==> config.mk <==
export PLATFORM = sky130hd
export DESIGN_NAME = aor_ctrl
export DESIGN_NICKNAME = d
export VERILOG_FILES = /design/src/include/aor_pkg.sv /design/src/design/aor_fifo.sv /design/src/design/aor_ctrl.sv
export SDC_FILE = /design/constraint.sdc
export NUM_CORES = 1
export LEC_CHECK = 0
export BUFFER_PORTS_ARGS = -buffer_cell sky130_fd_sc_hd__buf_4
export CAP_MARGIN = 20
export CORE_MARGIN = 2
export CORE_UTILIZATION = 30
export CTS_CLUSTER_DIAMETER = 50
export CTS_CLUSTER_SIZE = 28
export DETAILED_ROUTE_END_ITERATION = 8
export HOLD_SLACK_MARGIN = 0.06
export PLACE_DENSITY = 0.46
export SETUP_SLACK_MARGIN = 0.15
export SLEW_MARGIN = 20
export SYNTH_ARGS = -nofsm -noshare
export SYNTH_HDL_FRONTEND = slang
export SYNTH_SLANG_ARGS = --single-unit
==> constraint.sdc <==
create_clock -name clk_sys -period 5.6 [get_ports clk_sys]
set_clock_uncertainty 0.15 [all_clocks]
set_input_delay 0.56 -clock clk_sys [delete_from_list [all_inputs] [get_ports clk_sys]]
set_output_delay 0.56 -clock clk_sys [all_outputs]
set_load 0.01 [all_outputs]
==> src/include/aor_pkg.sv <==
package aor_pkg;
    // ************************************************
    // sizes and codes
    // ************************************************
    localparam int          CHANNELS     = 6;
    localparam int          SAMPLE_W     = 16;
    localparam int          OS_W         = 3;
    localparam int          ACC_W        = SAMPLE_W + 7;
    localparam logic [2:0]  OS_NONE      = 3'h0;
    localparam logic [2:0]  OS_MAX_CODE  = 3'h6;
    localparam logic [3:0]  MODE_WORD    = 4'h0;
    // ************************************************
    // timing
    // ************************************************
    localparam int          CLK_NS       = 5;
    localparam int          CONV_NS      = 4000;
    localparam int          CONV_CYC     = CONV_NS / CLK_NS;
    localparam int          FIFO_DEPTH   = 4;

    typedef enum logic [1:0] {
        AOR_WORD   = 2'h0,
        AOR_BYTE   = 2'h1,
        AOR_SERIAL = 2'h2
    } aor_mode_t;

    typedef struct packed {
        logic [2:0]          channel;
        logic [SAMPLE_W-1:0] value;
    } aor_sample_t;
endpackage

==> src/design/aor_fifo.sv <==
`timescale 1ns/100ps
module aor_fifo #(
    parameter int WIDTH = 19,
    parameter int DEPTH = 4
) (
    input  wire logic             clk_sys,
    input  wire logic             rst,
    input  wire logic             in_valid,
    output logic                  in_ready,
    input  wire logic [WIDTH-1:0] in_data,
    output logic                  out_valid,
    input  wire logic             out_ready,
    output logic      [WIDTH-1:0] out_data
);
    localparam int AW = $clog2(DEPTH);
    logic [WIDTH-1:0] mem [DEPTH];
    logic [AW-1:0]    wr_ptr;
    logic [AW-1:0]    rd_ptr;
    logic [AW:0]      count;
    logic [AW:0]      next_count;
    logic             push;
    logic             pop;

    assign next_count = count + (AW+1)'(push) - (AW+1)'(pop);
    assign out_valid = (count != '0);
    assign out_data  = mem[rd_ptr];
    assign push      = in_valid && in_ready;
    assign pop       = out_valid && out_ready;

    always_ff @(posedge clk_sys) begin
        if (push) begin
            mem[wr_ptr] <= in_data;
        end
    end

    always_ff @(posedge clk_sys) begin
        if (rst) begin
            wr_ptr <= '0;
            rd_ptr <= '0;
            count  <= '0;
            in_ready <= 1'b1;
        end else begin
            if (push) begin
                wr_ptr <= (wr_ptr == AW'(DEPTH-1)) ? '0 : wr_ptr + 1'b1;
            end
            if (pop) begin
                rd_ptr <= (rd_ptr == AW'(DEPTH-1)) ? '0 : rd_ptr + 1'b1;
            end
            count <= next_count;
            // registered so the stall reaches the source straight from a flop
            in_ready <= (next_count != (AW+1)'(DEPTH));
        end
    end
endmodule

==> src/design/aor_ctrl.sv <==
`timescale 1ns/100ps
// Behaviour
// - result reads are served while busy is high and converting
// - reads during conversion return the previously completed sample set
// - reading during conversion works in word, byte and serial modes, any ratio
// - output registers load new results on the same clock edge that busy falls
// - oversample select is latched at busy fall, used for next conversion
// - busy lasts longer as the oversampling ratio rises
// - with oversampling, converter output is averaged before reaching the host
// - chip select high floats serial outputs and flag, ignores shift clock
module aor_ctrl #(
    parameter int CONV_CYCLES = aor_pkg::CONV_CYC
) (
    input  wire logic                         clk_sys,
    input  wire logic                         rst,
    input  wire logic                         conv_start_group_a,
    input  wire logic                         conv_start_group_b,
    input  wire logic [aor_pkg::OS_W-1:0]     oversample_select,
    input  wire logic [1:0]                   read_mode,
    input  wire logic                         chip_select_n,
    input  wire logic                         read_strobe_n,
    input  wire logic                         shift_clock,
    input  wire logic                         msb_first,
    // converter samples, one channel per beat
    input  wire logic                         adc_valid,
    output logic                              adc_ready,
    input  wire aor_pkg::aor_sample_t         adc_sample,
    output logic                              busy,
    output logic [aor_pkg::OS_W-1:0]          oversampling_ratio,
    output logic [aor_pkg::SAMPLE_W-1:0]      parallel_data,
    output logic                              parallel_data_oe,
    output logic                              serial_out_primary,
    output logic                              serial_out_primary_oe,
    output logic                              serial_out_secondary,
    output logic                              serial_out_secondary_oe,
    output logic                              first_channel_flag,
    output logic                              first_channel_flag_oe
);
    localparam int N  = aor_pkg::CHANNELS;
    localparam int W  = aor_pkg::SAMPLE_W;
    localparam int AC = aor_pkg::ACC_W;
    // timer must hold the longest busy, at the largest ratio
    localparam int CW = $clog2((CONV_CYCLES << aor_pkg::OS_MAX_CODE) + 1);

    // ************************************************
    // pin synchronisers
    // ************************************************
    logic [4:0] pin_meta;
    logic [4:0] pin_sync;
    logic [4:0] pin_prev;
    always_ff @(posedge clk_sys) begin
        pin_meta <= {conv_start_group_a, chip_select_n, read_strobe_n, shift_clock,
                     conv_start_group_b};
        pin_sync <= pin_meta;
        pin_prev <= pin_sync;
    end
    logic conv_rise;
    logic cs_n;
    logic rd_fall;
    logic sck_rise;
    logic sck_fall;
    // starts are assumed driven together; group a alone triggers
    assign conv_rise = pin_sync[4] && !pin_prev[4];
    assign cs_n      = pin_sync[3];
    assign rd_fall   = !pin_sync[2] && pin_prev[2];
    assign sck_rise  = pin_sync[1] && !pin_prev[1];
    assign sck_fall  = !pin_sync[1] && pin_prev[1];

    // ************************************************
    // conversion sequencing
    // ************************************************
    typedef enum logic [1:0] {
        AOR_IDLE = 2'b00,
        AOR_CONV = 2'b01,
        AOR_LOAD = 2'b10
    } aor_state_t;
    aor_state_t      state;
    logic [CW-1:0]   timer;
    logic [AC-1:0]   acc [N];
    logic [W-1:0]    result [N];
    logic            fifo_valid;
    logic            fifo_ready;
    logic [$bits(aor_pkg::aor_sample_t)-1:0] fifo_word;
    aor_pkg::aor_sample_t fifo_sample;
    assign fifo_sample = aor_pkg::aor_sample_t'(fifo_word);
    // fifo drain stalls outside a conversion, so the fifo really fills
    assign fifo_ready = (state == AOR_CONV);

    aor_fifo #(
        .WIDTH ($bits(aor_pkg::aor_sample_t)),
        .DEPTH (aor_pkg::FIFO_DEPTH)
    ) u_fifo (
        .clk_sys   (clk_sys),
        .rst       (rst),
        .in_valid  (adc_valid),
        .in_ready  (adc_ready),
        .in_data   (adc_sample),
        .out_valid (fifo_valid),
        .out_ready (fifo_ready),
        .out_data  (fifo_word)
    );

    always_ff @(posedge clk_sys) begin
        if (rst) begin
            state              <= AOR_IDLE;
            busy               <= 1'b0;
            timer              <= '0;
            oversampling_ratio <= aor_pkg::OS_NONE;
        end else begin
            unique case (state)
                AOR_IDLE: begin
                    if (conv_rise) begin
                        state <= AOR_CONV;
                        busy  <= 1'b1;
                        timer <= CW'(CONV_CYCLES) << oversampling_ratio;
                    end
                end
                AOR_CONV: begin
                    timer <= timer - 1'b1;
                    if (timer == CW'(1)) begin
                        state <= AOR_LOAD;
                    end
                end
                AOR_LOAD: begin
                    state <= AOR_IDLE;
                    busy  <= 1'b0;
                    // clamp codes above the largest ratio
                    oversampling_ratio <= (oversample_select > aor_pkg::OS_MAX_CODE) ?
                        aor_pkg::OS_MAX_CODE : oversample_select;
                end
                default: state <= AOR_IDLE;
            endcase
        end
    end

    // ************************************************
    // averaging filter and result registers
    // ************************************************
    genvar g;
    generate
        for (g = 0; g < N; g++) begin : g_ch
            always_ff @(posedge clk_sys) begin
                if (rst) begin
                    acc[g]    <= '0;
                    result[g] <= '0;
                end else if (state == AOR_IDLE && conv_rise) begin
                    acc[g] <= '0;
                end else if (fifo_valid && fifo_ready && fifo_sample.channel == 3'(g)) begin
                    acc[g] <= acc[g] + AC'(fifo_sample.value);
                end else if (state == AOR_LOAD) begin
                    // shift by code divides by the power-of-two ratio
                    result[g] <= W'(acc[g] >> oversampling_ratio);
                end
            end
        end
    endgenerate

    // ************************************************
    // host read port, live during busy
    // ************************************************
    logic [3:0] word_idx;
    logic [4:0] bit_idx;
    logic       byte_hi;
    logic [2:0] ch_a;
    logic [2:0] ch_b;
    assign ch_a = 3'(word_idx % 4'(N));
    assign ch_b = 3'((word_idx + 4'(N/2)) % 4'(N));

    // no busy gating: reads see result[], which only moves in AOR_LOAD
    always_ff @(posedge clk_sys) begin
        if (rst || cs_n) begin
            word_idx                <= aor_pkg::MODE_WORD;
            bit_idx                 <= '0;
            byte_hi                 <= 1'b0;
            parallel_data           <= '0;
            parallel_data_oe        <= 1'b0;
            serial_out_primary      <= 1'b0;
            serial_out_secondary    <= 1'b0;
            serial_out_primary_oe   <= 1'b0;
            serial_out_secondary_oe <= 1'b0;
            first_channel_flag      <= 1'b0;
            first_channel_flag_oe   <= 1'b0;
        end else if (read_mode == aor_pkg::AOR_SERIAL) begin
            serial_out_primary_oe   <= 1'b1;
            serial_out_secondary_oe <= 1'b1;
            first_channel_flag_oe   <= 1'b1;
            serial_out_primary      <= result[ch_a][4'(W-1) - bit_idx[3:0]];
            serial_out_secondary    <= result[ch_b][4'(W-1) - bit_idx[3:0]];
            first_channel_flag      <= (ch_a == 3'h0);
            if (sck_rise && bit_idx != '0) begin
                if (bit_idx == 5'(W)) begin
                    bit_idx  <= '0;
                    word_idx <= word_idx + 1'b1;
                end
            end
            if (sck_fall) begin
                bit_idx <= bit_idx + 1'b1;
                if (bit_idx == 5'(W-1)) begin
                    bit_idx  <= '0;
                    word_idx <= (word_idx == 4'(N-1)) ? '0 : word_idx + 1'b1;
                end
            end
        end else if (rd_fall) begin
            parallel_data_oe      <= 1'b1;
            first_channel_flag_oe <= 1'b1;
            first_channel_flag    <= (ch_a == 3'h0);
            if (read_mode == aor_pkg::AOR_BYTE) begin
                parallel_data <= {{(W/2){1'b0}}, (byte_hi ^ msb_first) ?
                                  result[ch_a][W-1:W/2] : result[ch_a][W/2-1:0]};
                byte_hi <= !byte_hi;
                if (byte_hi) begin
                    word_idx <= (word_idx == 4'(N-1)) ? '0 : word_idx + 1'b1;
                end
            end else begin
                parallel_data <= result[ch_a];
                word_idx      <= (word_idx == 4'(N-1)) ? '0 : word_idx + 1'b1;
            end
        end
    end
endmodule

Word-level counts from Yosys, hierarchy flattened
Memory sizes are Yosys's and may differ from the RTL's. A register that Yosys moved wholly into a read port is not among the register bits.
Index checks and enable logic that the tools add are counted.
Storage, ports and cells
  register bits after elaboration: 77
  RAM bits: 310
  input port bits: 33
  output and inout port bits: 28
  word-level logic and storage cells: 235
  memories kept: 3
Operators by class
  $add $sub $neg: 15
  divide/modulo/power cells: 2
  magnitude comparators: 2
  eq/ne operators: 19
  shift operators: 7
  mux-type cells: 109
  bitwise logic cells: 20
  reductions and logical operators: 37
Memories
  acc: words 6, bits a word 23, rd ports 6, clocked after memory_dff 0, write ports 6, RTL line aor_ctrl.sv:79  | logic [AC-1:0] acc [N];
  result: words 6, bits a word 16, rd ports 2, clocked after memory_dff 0, write ports 6, RTL line aor_ctrl.sv:80  | logic [W-1:0] result [N];
  u_fifo.mem: words 4, bits a word 19, rd ports 1, clocked after memory_dff 1, write ports 1, RTL line aor_fifo.sv:16  | logic [WIDTH-1:0] mem [DEPTH];
Operator list (number)
  $mux 23: 12
  $add 23x16->23: 6
  $shr 23x3->16: 6
  $mux 16: 8
  $mux 1: 63
  $mux 4: 9
  $pmux 16 s2: 1
  $mux 5: 4
  $or 1x1->1: 18
  $eq 16x1->1 const B: 1
  $shl 10x3->16 const A: 1
  $sub 16x1->16 const B: 1
  $logic_and 1x1->1: 14
  $mux 2: 6
  $reduce_and 2->1: 5
  $reduce_bool 2->1: 5
  $bmux 1 s4: 2
  $eq 2x2->1 const B: 4
  $mod 4x3->4 const B: 2
  $mux 8: 1
  $eq 3x2->1 const B: 2
  $eq 3x3->1 const B: 2
  $logic_not 3->1: 2
  $ne 3x3->1 const B: 2
  26 further kinds: 34

Longest topological paths before layout
Gate-level depths: netlist (run 1).
  depth in word-level cells: 8
  depth in mapped cells: 18
  mapped depth without buffers: 13

Modules after synthesis
A second synthesis (run 1) with hierarchy kept.
Second synthesis, totals
  cells, all modules: 2302
  area, all modules: 25145.4 um2
By module, submodules not included
  aor_ctrl: times used 1, cells each 2156, area an instance 21899.8 um2, seq. area each 8328.0 um2
  aor_fifo: times used 1, cells each 146, area an instance 3245.6 um2, seq. area each 2482.4 um2

Least setup slack after synthesis (run 1)
Ideal clock, no wire load.
  path kind: register to register
  start point: register (tool-made name)
  end point: memory acc[0][15] (netlist name), data pin
  setup time: 0.266 ns
  arrival: 3.981 ns
  required time: 5.184 ns
  path slack: 1.203 ns
  stages on the path, launching flop included: 14
  path buffers: 2
  period minus slack after synthesis: 4.397 ns
  cell sequence: dfxtp_1 buf_2 buf_1 mux4_2 ha_1 a211o_1 a2111oi_0 o311ai_0 and4_1 o21ai_0 nand2_1 a21oi_1 xor2_1 nor2_1
RTL lines (RTL line)
  to (decl): aor_ctrl.sv:79

==> reports/summary.log, run 1 <==
[yosys] simple-gate share of the synthesized area 13.9%
[yosys] Post-synth ARST share 0%
[yosys] number of enable-type register cells in the synthesized netlist 310
[run_status] result of the run complete, no violations
[detailed_routing] detailed-route wire length per cell 20.5 um
[sta] Total Negative Setup Slacks 0 ns
[sta] hold slack final 0.129 ns
[sta] peak clock frequency supported by timing 210 MHz
[final_layout] Antenna Diode Count 0
[placed_design] Port Buf Inserts 59
[yosys] Mapped Avg Cell Area 10.9 sq um
[placed_design] area post-placement 0.0265 sq mm
[yosys] largest family of logic cells by synthesized area multiplexers
[power] power density cells 333 mW/mm^2
[yosys] synth top area cells edfxtp_1 37%, mux4_2 11%, mux2i_1 8.6%
[sta] number of hold violations in the final report 0
[final_layout] share of cells above drive strength 1 14.4%
[placed_design] placed insts 3317
[clock_network] number of buffers inserted by hold repair at cts 27
[detailed_routing] number of design rule violations left after detail routing 0
[placed_design] GP Congestion 0.852
[die] die span in y 292 um
[detailed_routing] antenna viol nets, final 0
[yosys] Post-Syn Nets 2435
[global_routing] maximum number of pins on one net before global-route repair 97
[yosys] most frequently used cell type in the post-synthesis netlist nor2_1
[yosys] largest area contributor in the netlist edfxtp_1
[clock_network] postcts setup bufs 0
[detailed_routing] sum of routed wire length over all layers 70.9 mm
[placed_design] Final HPWL DP 50.8 mm
[final_layout] area added between synthesis and finish 16.2%
[clock_network] clock root buffer clkbuf_16
[detailed_routing] vias after detailed routing 18284
[yosys] xor-xnor portion of the synthesized cell area 3.21%
[yosys] warnings from Yosys 0
[clock_network] number of buffers on the longest clock path 3
[die] floorplan die area 0.0853 sq mm
[detailed_routing] Via-to-Cell Ratio 5.28
[sta] transition time of the tightest slew-check pin 1.07 ns
[clock_network] worst-skew pair later-pin latency 0.66 ns
[global_routing] met3 GRT Util 2.47%
[global_routing] first-pass GRT wire length 109 mm
[critical_path] depth of the worst register-to-register path 11
[flow_run] # Max-Cap Violations 0
[die] initial standard-cell utilization of the core 30.3%
[yosys] count of unique library cells instantiated by Yosys 75
[global_routing] antenna violations before repair 6
[yosys] portion of netlist area occupied by mux cells 19.6%
[die] Core Area 0.0821 sq mm
[die] I/O pin total 61
[detailed_routing] iteration-0 DRC count of the detailed router 1266
[clock_network] PostCTS Resize Cnt 0
[yosys] most frequent cells after synthesis 322 x nor2_1, 310 x edfxtp_1, 215 x mux2i_1
[yosys] area of the mapped netlist 0.0249 sq mm
[yosys] primary flip-flop cell chosen by synthesis mapping edfxtp_1
[yosys] post-synthesis compound-gate area fraction 10.6%
[global_routing] global routing met2 resource utilization 26.1%
[power] LEAKAGE 10.3 nW
[clock_network] clock net sink count 385
[detailed_routing] 1st-pass router iterations 5
[final_layout] final std cell area, no fill 0.0289 sq mm
[critical_path] R2R setup slack 0.84 ns
[critical_path] CP endpoint kind flop
[sta] worst relative slew slack 28.3%
[critical_path] Critical Path Start Type flop
[sta] number of slew-limit violations in the final report 0
[hold_path] Hold Path Cell Cnt 4
[final_layout] share of the core filled with cells in the final layout 35.2%
[critical_path] arrival time reported for the critical path endpoint 4.97 ns
[global_routing] via count of the first global-routing pass 18015
[yosys] share of the synthesized area in the top cell type 37.4%
[global_routing] met1 Use GR 23.1%
[power] VDD IR-drop max 0.264 mV
[critical_path] Crit Path Class reg -> reg
[critical_path] required time of the worst setup path 5.81 ns
[global_routing] global routing usage summed across all routing layers 16.5%
[final_layout] post-route non-filler standard cell count 3461
[yosys] post-synthesis sequential area ratio 43.4%
[yosys] adder-cell area share of the yosys netlist 6.44%
[global_routing] most used routing layer in global routing met2
[die] Horiz. Die Dim 292 um
[clock_network] CTS tree yes
[clock_network] H-tree level count 2
[hold_path] Hold WC Path Type in -> reg
[die] Core Rows 105
[clock_network] CTS Buf Count 61
[final_layout] final-stage net count 2496
[yosys] FF+latch count, synth 385
[sta] period utilization 85.0%
[sta] post-layout min period 4.76 ns
[global_routing] Congestion Overflow GR 0
[sta] RSZ-0062 raised after global routing no
[yosys] Cells after Synth 2278
[clock_network] CTS clock-pin slew for the worst setup and hold paths 0.06 ns
[sta] setup-violating endpoint count in the final report 0
[critical_path] maximum fanout encountered on the critical timing path 15
through the flow:
step                      power, mW  worst slack [ns]
after floorplan                5.06              1.20
after detailed placement       5.72             0.917
after global routing           10.1             0.567
after global placement         5.68             0.971
final                          9.63             0.840
after CTS                      9.72             0.867
power breakdown:
group | switching [mW] | leakage [nW] | internal [mW]
Sequential | 0.151 | 3.77 | 3.29
Combinational | 1.35 | 5.48 | 0.893
Clock | 1.65 | 1.04 | 2.30
Total | 3.15 | 10.3 | 6.48
final timing paths:
kind / from / end
setup / recovery: flop / acc[1][21]
hold / removal: adc_valid / u_fifo.wr_ptr[1]
setup reg to reg: flop / acc[1][21]
hold reg to reg: pin_meta[3] / pin_sync[3]
state kept, by name (all words and copies together), names as in the netlist, 3 cells and up, named ones only:
register,cells
parallel_data,16
timer,16
pin_meta,4
word_idx,4
pin_prev,3
u_fifo.mem,76
bit_idx,5
oversampling_ratio,3
result,96
u_fifo.count,3
acc,138
pin_sync,4
cell families (layout without fill, tap and decap cells):
kind of cell,after synthesis,count (layout)
AND/OR/NAND/NOR,738,738
AO/OA/AOI/OAI,429,429
flip-flops,385,385
multiplexers,338,338
buffers and inverters,175,288
adder cells (fa/ha/maj),124,124
XOR/XNOR,89,89
routing by layer:
layer / vias to the layer above / share of wire, %
li1: 8754 / -
met1: 8993 / 47
met2: 437 / 46
met3: 100 / 4.8
met4: 0 / 3.0
met5: - / 0
placed cells by master, fill, tap and decap left out, types with 10 or more instances in the layout:
master,netlist,layout
edfxtp_1,310,310
buf_4,3,79
dfxtp_1,75,72
nand4_1,10,10
and3_1,36,36
a31oi_1,14,14
dlygate4sd3_1,0,27
a211oi_1,24,24
o211ai_1,13,13
nand3_1,50,50
nand2_1,115,113
and2_1,16,15
nor2b_1,42,42
a21o_1,21,21
ha_1,117,117
nand2b_1,22,22
mux4_2,120,120
clkbuf_16,0,61
xor2_1,39,39
or3_1,18,18
a211o_1,19,19
nor3_1,63,63
a21oi_1,147,147
xnor2_1,49,49
o21a_1,16,16
nor2_1,322,322
o21ai_0,117,117
mux2i_1,215,215
inv_1,60,59
inv_6,0,13
final cells by class:
cell class | count | area, sq um
Fill cell | 8065 | 53200
Multi-Input combinational cell | 1718 | 13400
Sequential cell | 385 | 10800
Clock buffer | 66 | 1560
Tap cell | 1070 | 1340
Timing Repair Buffer | 112 | 982
Clock inverter | 49 | 601
Inverter | 61 | 230
critical path: stages, from the launching register on:
cell	delay, ns
dfxtp_1	0.48
buf_4	0.38
mux4_2	0.76
ha_1	0.32
a2111oi_1	0.60
o31ai_1	0.19
o41ai_1	0.65
o21ai_1	0.20
o21ai_0	0.37
nor3b_1	0.12
xnor2_1	0.17
nor2_1	0.06
No activity file was read; power rests on OpenSTA's default activity.
==> inputs of run 2 (changes only) <==
- ABC_AREA: default -> 1
- clock period: 5.6 -> 5 ns (I/O delays scaled with it)
==> reports/summary.log, run 2 <==
[critical_path] arrival time reported for the critical path endpoint 4.21 ns
[critical_path] maximum fanout encountered on the critical timing path 20
[sta] number of hold violations in the final report 0
[detailed_routing] antenna viol nets, final 0
[clock_network] H-tree level count 3
[detailed_routing] vias after detailed routing 21864
[die] die span in y 292 um
[final_layout] Antenna Diode Count 0
[power] VDD IR-drop max 0.208 mV
[yosys] count of unique library cells instantiated by Yosys 56
[final_layout] final-stage net count 3432
[yosys] most frequent cells after synthesis 886 x nand2_1, 381 x o21ai_0, 330 x a21oi_1
[sta] period utilization 80.3%
[sta] Total Negative Setup Slacks 0 ns
[clock_network] number of buffers inserted by hold repair at cts 24
[detailed_routing] 1st-pass router iterations 6
[global_routing] maximum number of pins on one net before global-route repair 131
[yosys] synth top area cells edfxtp_1 37%, nand2_1 13%, o21ai_0 7.7%
[final_layout] commonest non-fill, non-tap cell in the layout nand2_1
[sta] setup-violating endpoint count in the final report 0
[sta] transition time of the tightest slew-check pin 1.05 ns
[yosys] area of the mapped netlist 0.0249 sq mm
[critical_path] Critical Path Start Type flop
[global_routing] Congestion Overflow GR 0
[final_layout] share of the core filled with cells in the final layout 35.5%
[global_routing] via count of the first global-routing pass 20351
[run_status] result of the run complete, no violations
[global_routing] first-pass GRT wire length 120 mm
[sta] peak clock frequency supported by timing 249 MHz
[clock_network] clock root buffer clkbuf_16
[final_layout] register containing the most flip-flops in the final layout acc
[detailed_routing] iteration-0 DRC count of the detailed router 1730
[yosys] Cells after Synth 3208
[global_routing] antenna violations before repair 0
[clock_network] CTS Buf Count 69
[clock_network] clock net sink count 385
[sta] RSZ-0062 raised after global routing no
[yosys] FF+latch count, synth 385
[sta] number of slew-limit violations in the final report 0
[sta] setup ws final 0.983 ns
[yosys] Mapped Avg Cell Area 7.76 sq um
[critical_path] Crit Path Class reg -> reg
[yosys] Post-synth ARST share 0%
[placed_design] GP Congestion 0.847
[yosys] most frequently used cell type in the post-synthesis netlist nand2_1
[detailed_routing] number of design rule violations left after detail routing 0
[yosys] primary flip-flop cell chosen by synthesis mapping edfxtp_1
[detailed_routing] Via-to-Cell Ratio 4.97
[clock_network] PostCTS Resize Cnt 0
[detailed_routing] detailed-route wire length per cell 18.0 um
[placed_design] Port Buf Inserts 59
[clock_network] worst-skew pair later-pin latency 0.60 ns
[hold_path] Hold WC Path Type in -> reg
[final_layout] flip-flop count of the largest register, all copies and words added 138
[final_layout] area added between synthesis and finish 17.2%
[sta] post-layout min period 4.02 ns
[yosys] largest area contributor in the netlist edfxtp_1
[yosys] share of the synthesized area in the top cell type 37.4%
[yosys] number of enable-type register cells in the synthesized netlist 310
[power] LEAKAGE 11.8 nW
[yosys] warnings from Yosys 0
[critical_path] CP endpoint kind flop
[die] floorplan die area 0.0853 sq mm
[die] I/O pin total 61
[die] initial standard-cell utilization of the core 30.3%
[clock_network] postcts setup bufs 0
[final_layout] share of cells above drive strength 1 9.10%
[clock_network] CTS clock-pin slew for the worst setup and hold paths 0.06 ns
[clock_network] CTS tree yes
[detailed_routing] sum of routed wire length over all layers 79.1 mm
[placed_design] worst slack, placed 0.987 ns
[sta] hold slack final 0.100 ns
[final_layout] commonest cells after routing, fill and taps aside 886 x nand2_1, 380 x o21ai_0, 330 x a21oi_1
[placed_design] Final HPWL DP 57.3 mm
[die] Core Area 0.0821 sq mm
[final_layout] registers with the highest flip-flop counts acc (138), result (96), u_fifo.mem (76)
[yosys] post-synthesis sequential area ratio 43.4%
[yosys] Post-Syn Nets 3365
[clock_network] number of buffers on the longest clock path 3
[power] power density cells 407 mW/mm^2
[die] Horiz. Die Dim 292 um
[critical_path] required time of the worst setup path 5.19 ns
[sta] worst relative slew slack 29.8%
[flow_run] # Max-Cap Violations 0
[die] Core Rows 105
[global_routing] global routing usage summed across all routing layers 18.3%
[final_layout] fill cell count 8633
## run 2: cells by family after synthesis
family | synth area share (%)
compound gates | 19.3
xor+xnor | 0.915
fa+ha+maj | 6.45
buf+inv | 7.05
flops | 43.4
mux | 1.77
simple gates | 21.0
## run 2: worst max-delay path: stages (launching register included)
cell	delay, ns
dfxtp_1	0.36
inv_1	0.24
buf_4	0.29
nor2_1	0.07
o22ai_2	0.79
ha_1	0.44
a21oi_1	0.16
o21ai_0	0.11
a21oi_1	0.23
o21ai_0	0.18
nand2_1	0.10
nand2_1	0.09
a21oi_1	0.25
nor2_1	0.09
o21ai_0	0.14
a21oi_1	0.05
## run 2: worst paths after layout
check	cells past startpoint	endpoint	from	slack (ns)
setup / recovery	15	acc[1][21]	flop	0.98
hold / removal	3	oversampling_ratio[1]	oversample_select[1]	0.10
setup reg to reg	15	acc[1][21]	flop	0.98
hold reg to reg	0	pin_sync[3]	pin_meta[3]	0.17
## run 2: per-layer routing
layer	routed length (um)	track usage, %
met5	0	0
met4	1780	4.94
met3	3670	2.48
met2	35300	29.0
met1	38400	26.1
## run 2: power breakdown
group          total, mW  internal, mW  switching [mW]  leakage, nW
logic               3.24          1.01            2.22         6.90
registers           3.86          3.70           0.155         3.77
clock network       4.79          2.95            1.84         1.15
## run 2: per-stage QoR
step | cells | area [sq um] | total power [mW]
final | 4400 | 29200 | 11.9
after global routing | 4400 | 29200 | 12.6
after floorplan | 3208 | 24900 | 6.04
after global placement | 4250 | 26600 | 7.13
after CTS | 4400 | 29200 | 12.0
after detailed placement | 4250 | 26600 | 7.12
## run 2: layout make-up
type	instances	area [sq um]	area share [%]
flip-flops and latches	385	10800	37.1
well taps	1070	1340	4.59
multi-input cells	2381	12400	42.6
repair buffers	139	1130	3.87
clock buffers	76	1810	6.20
clock inverters	50	529	1.81
inverters	299	1120	3.85
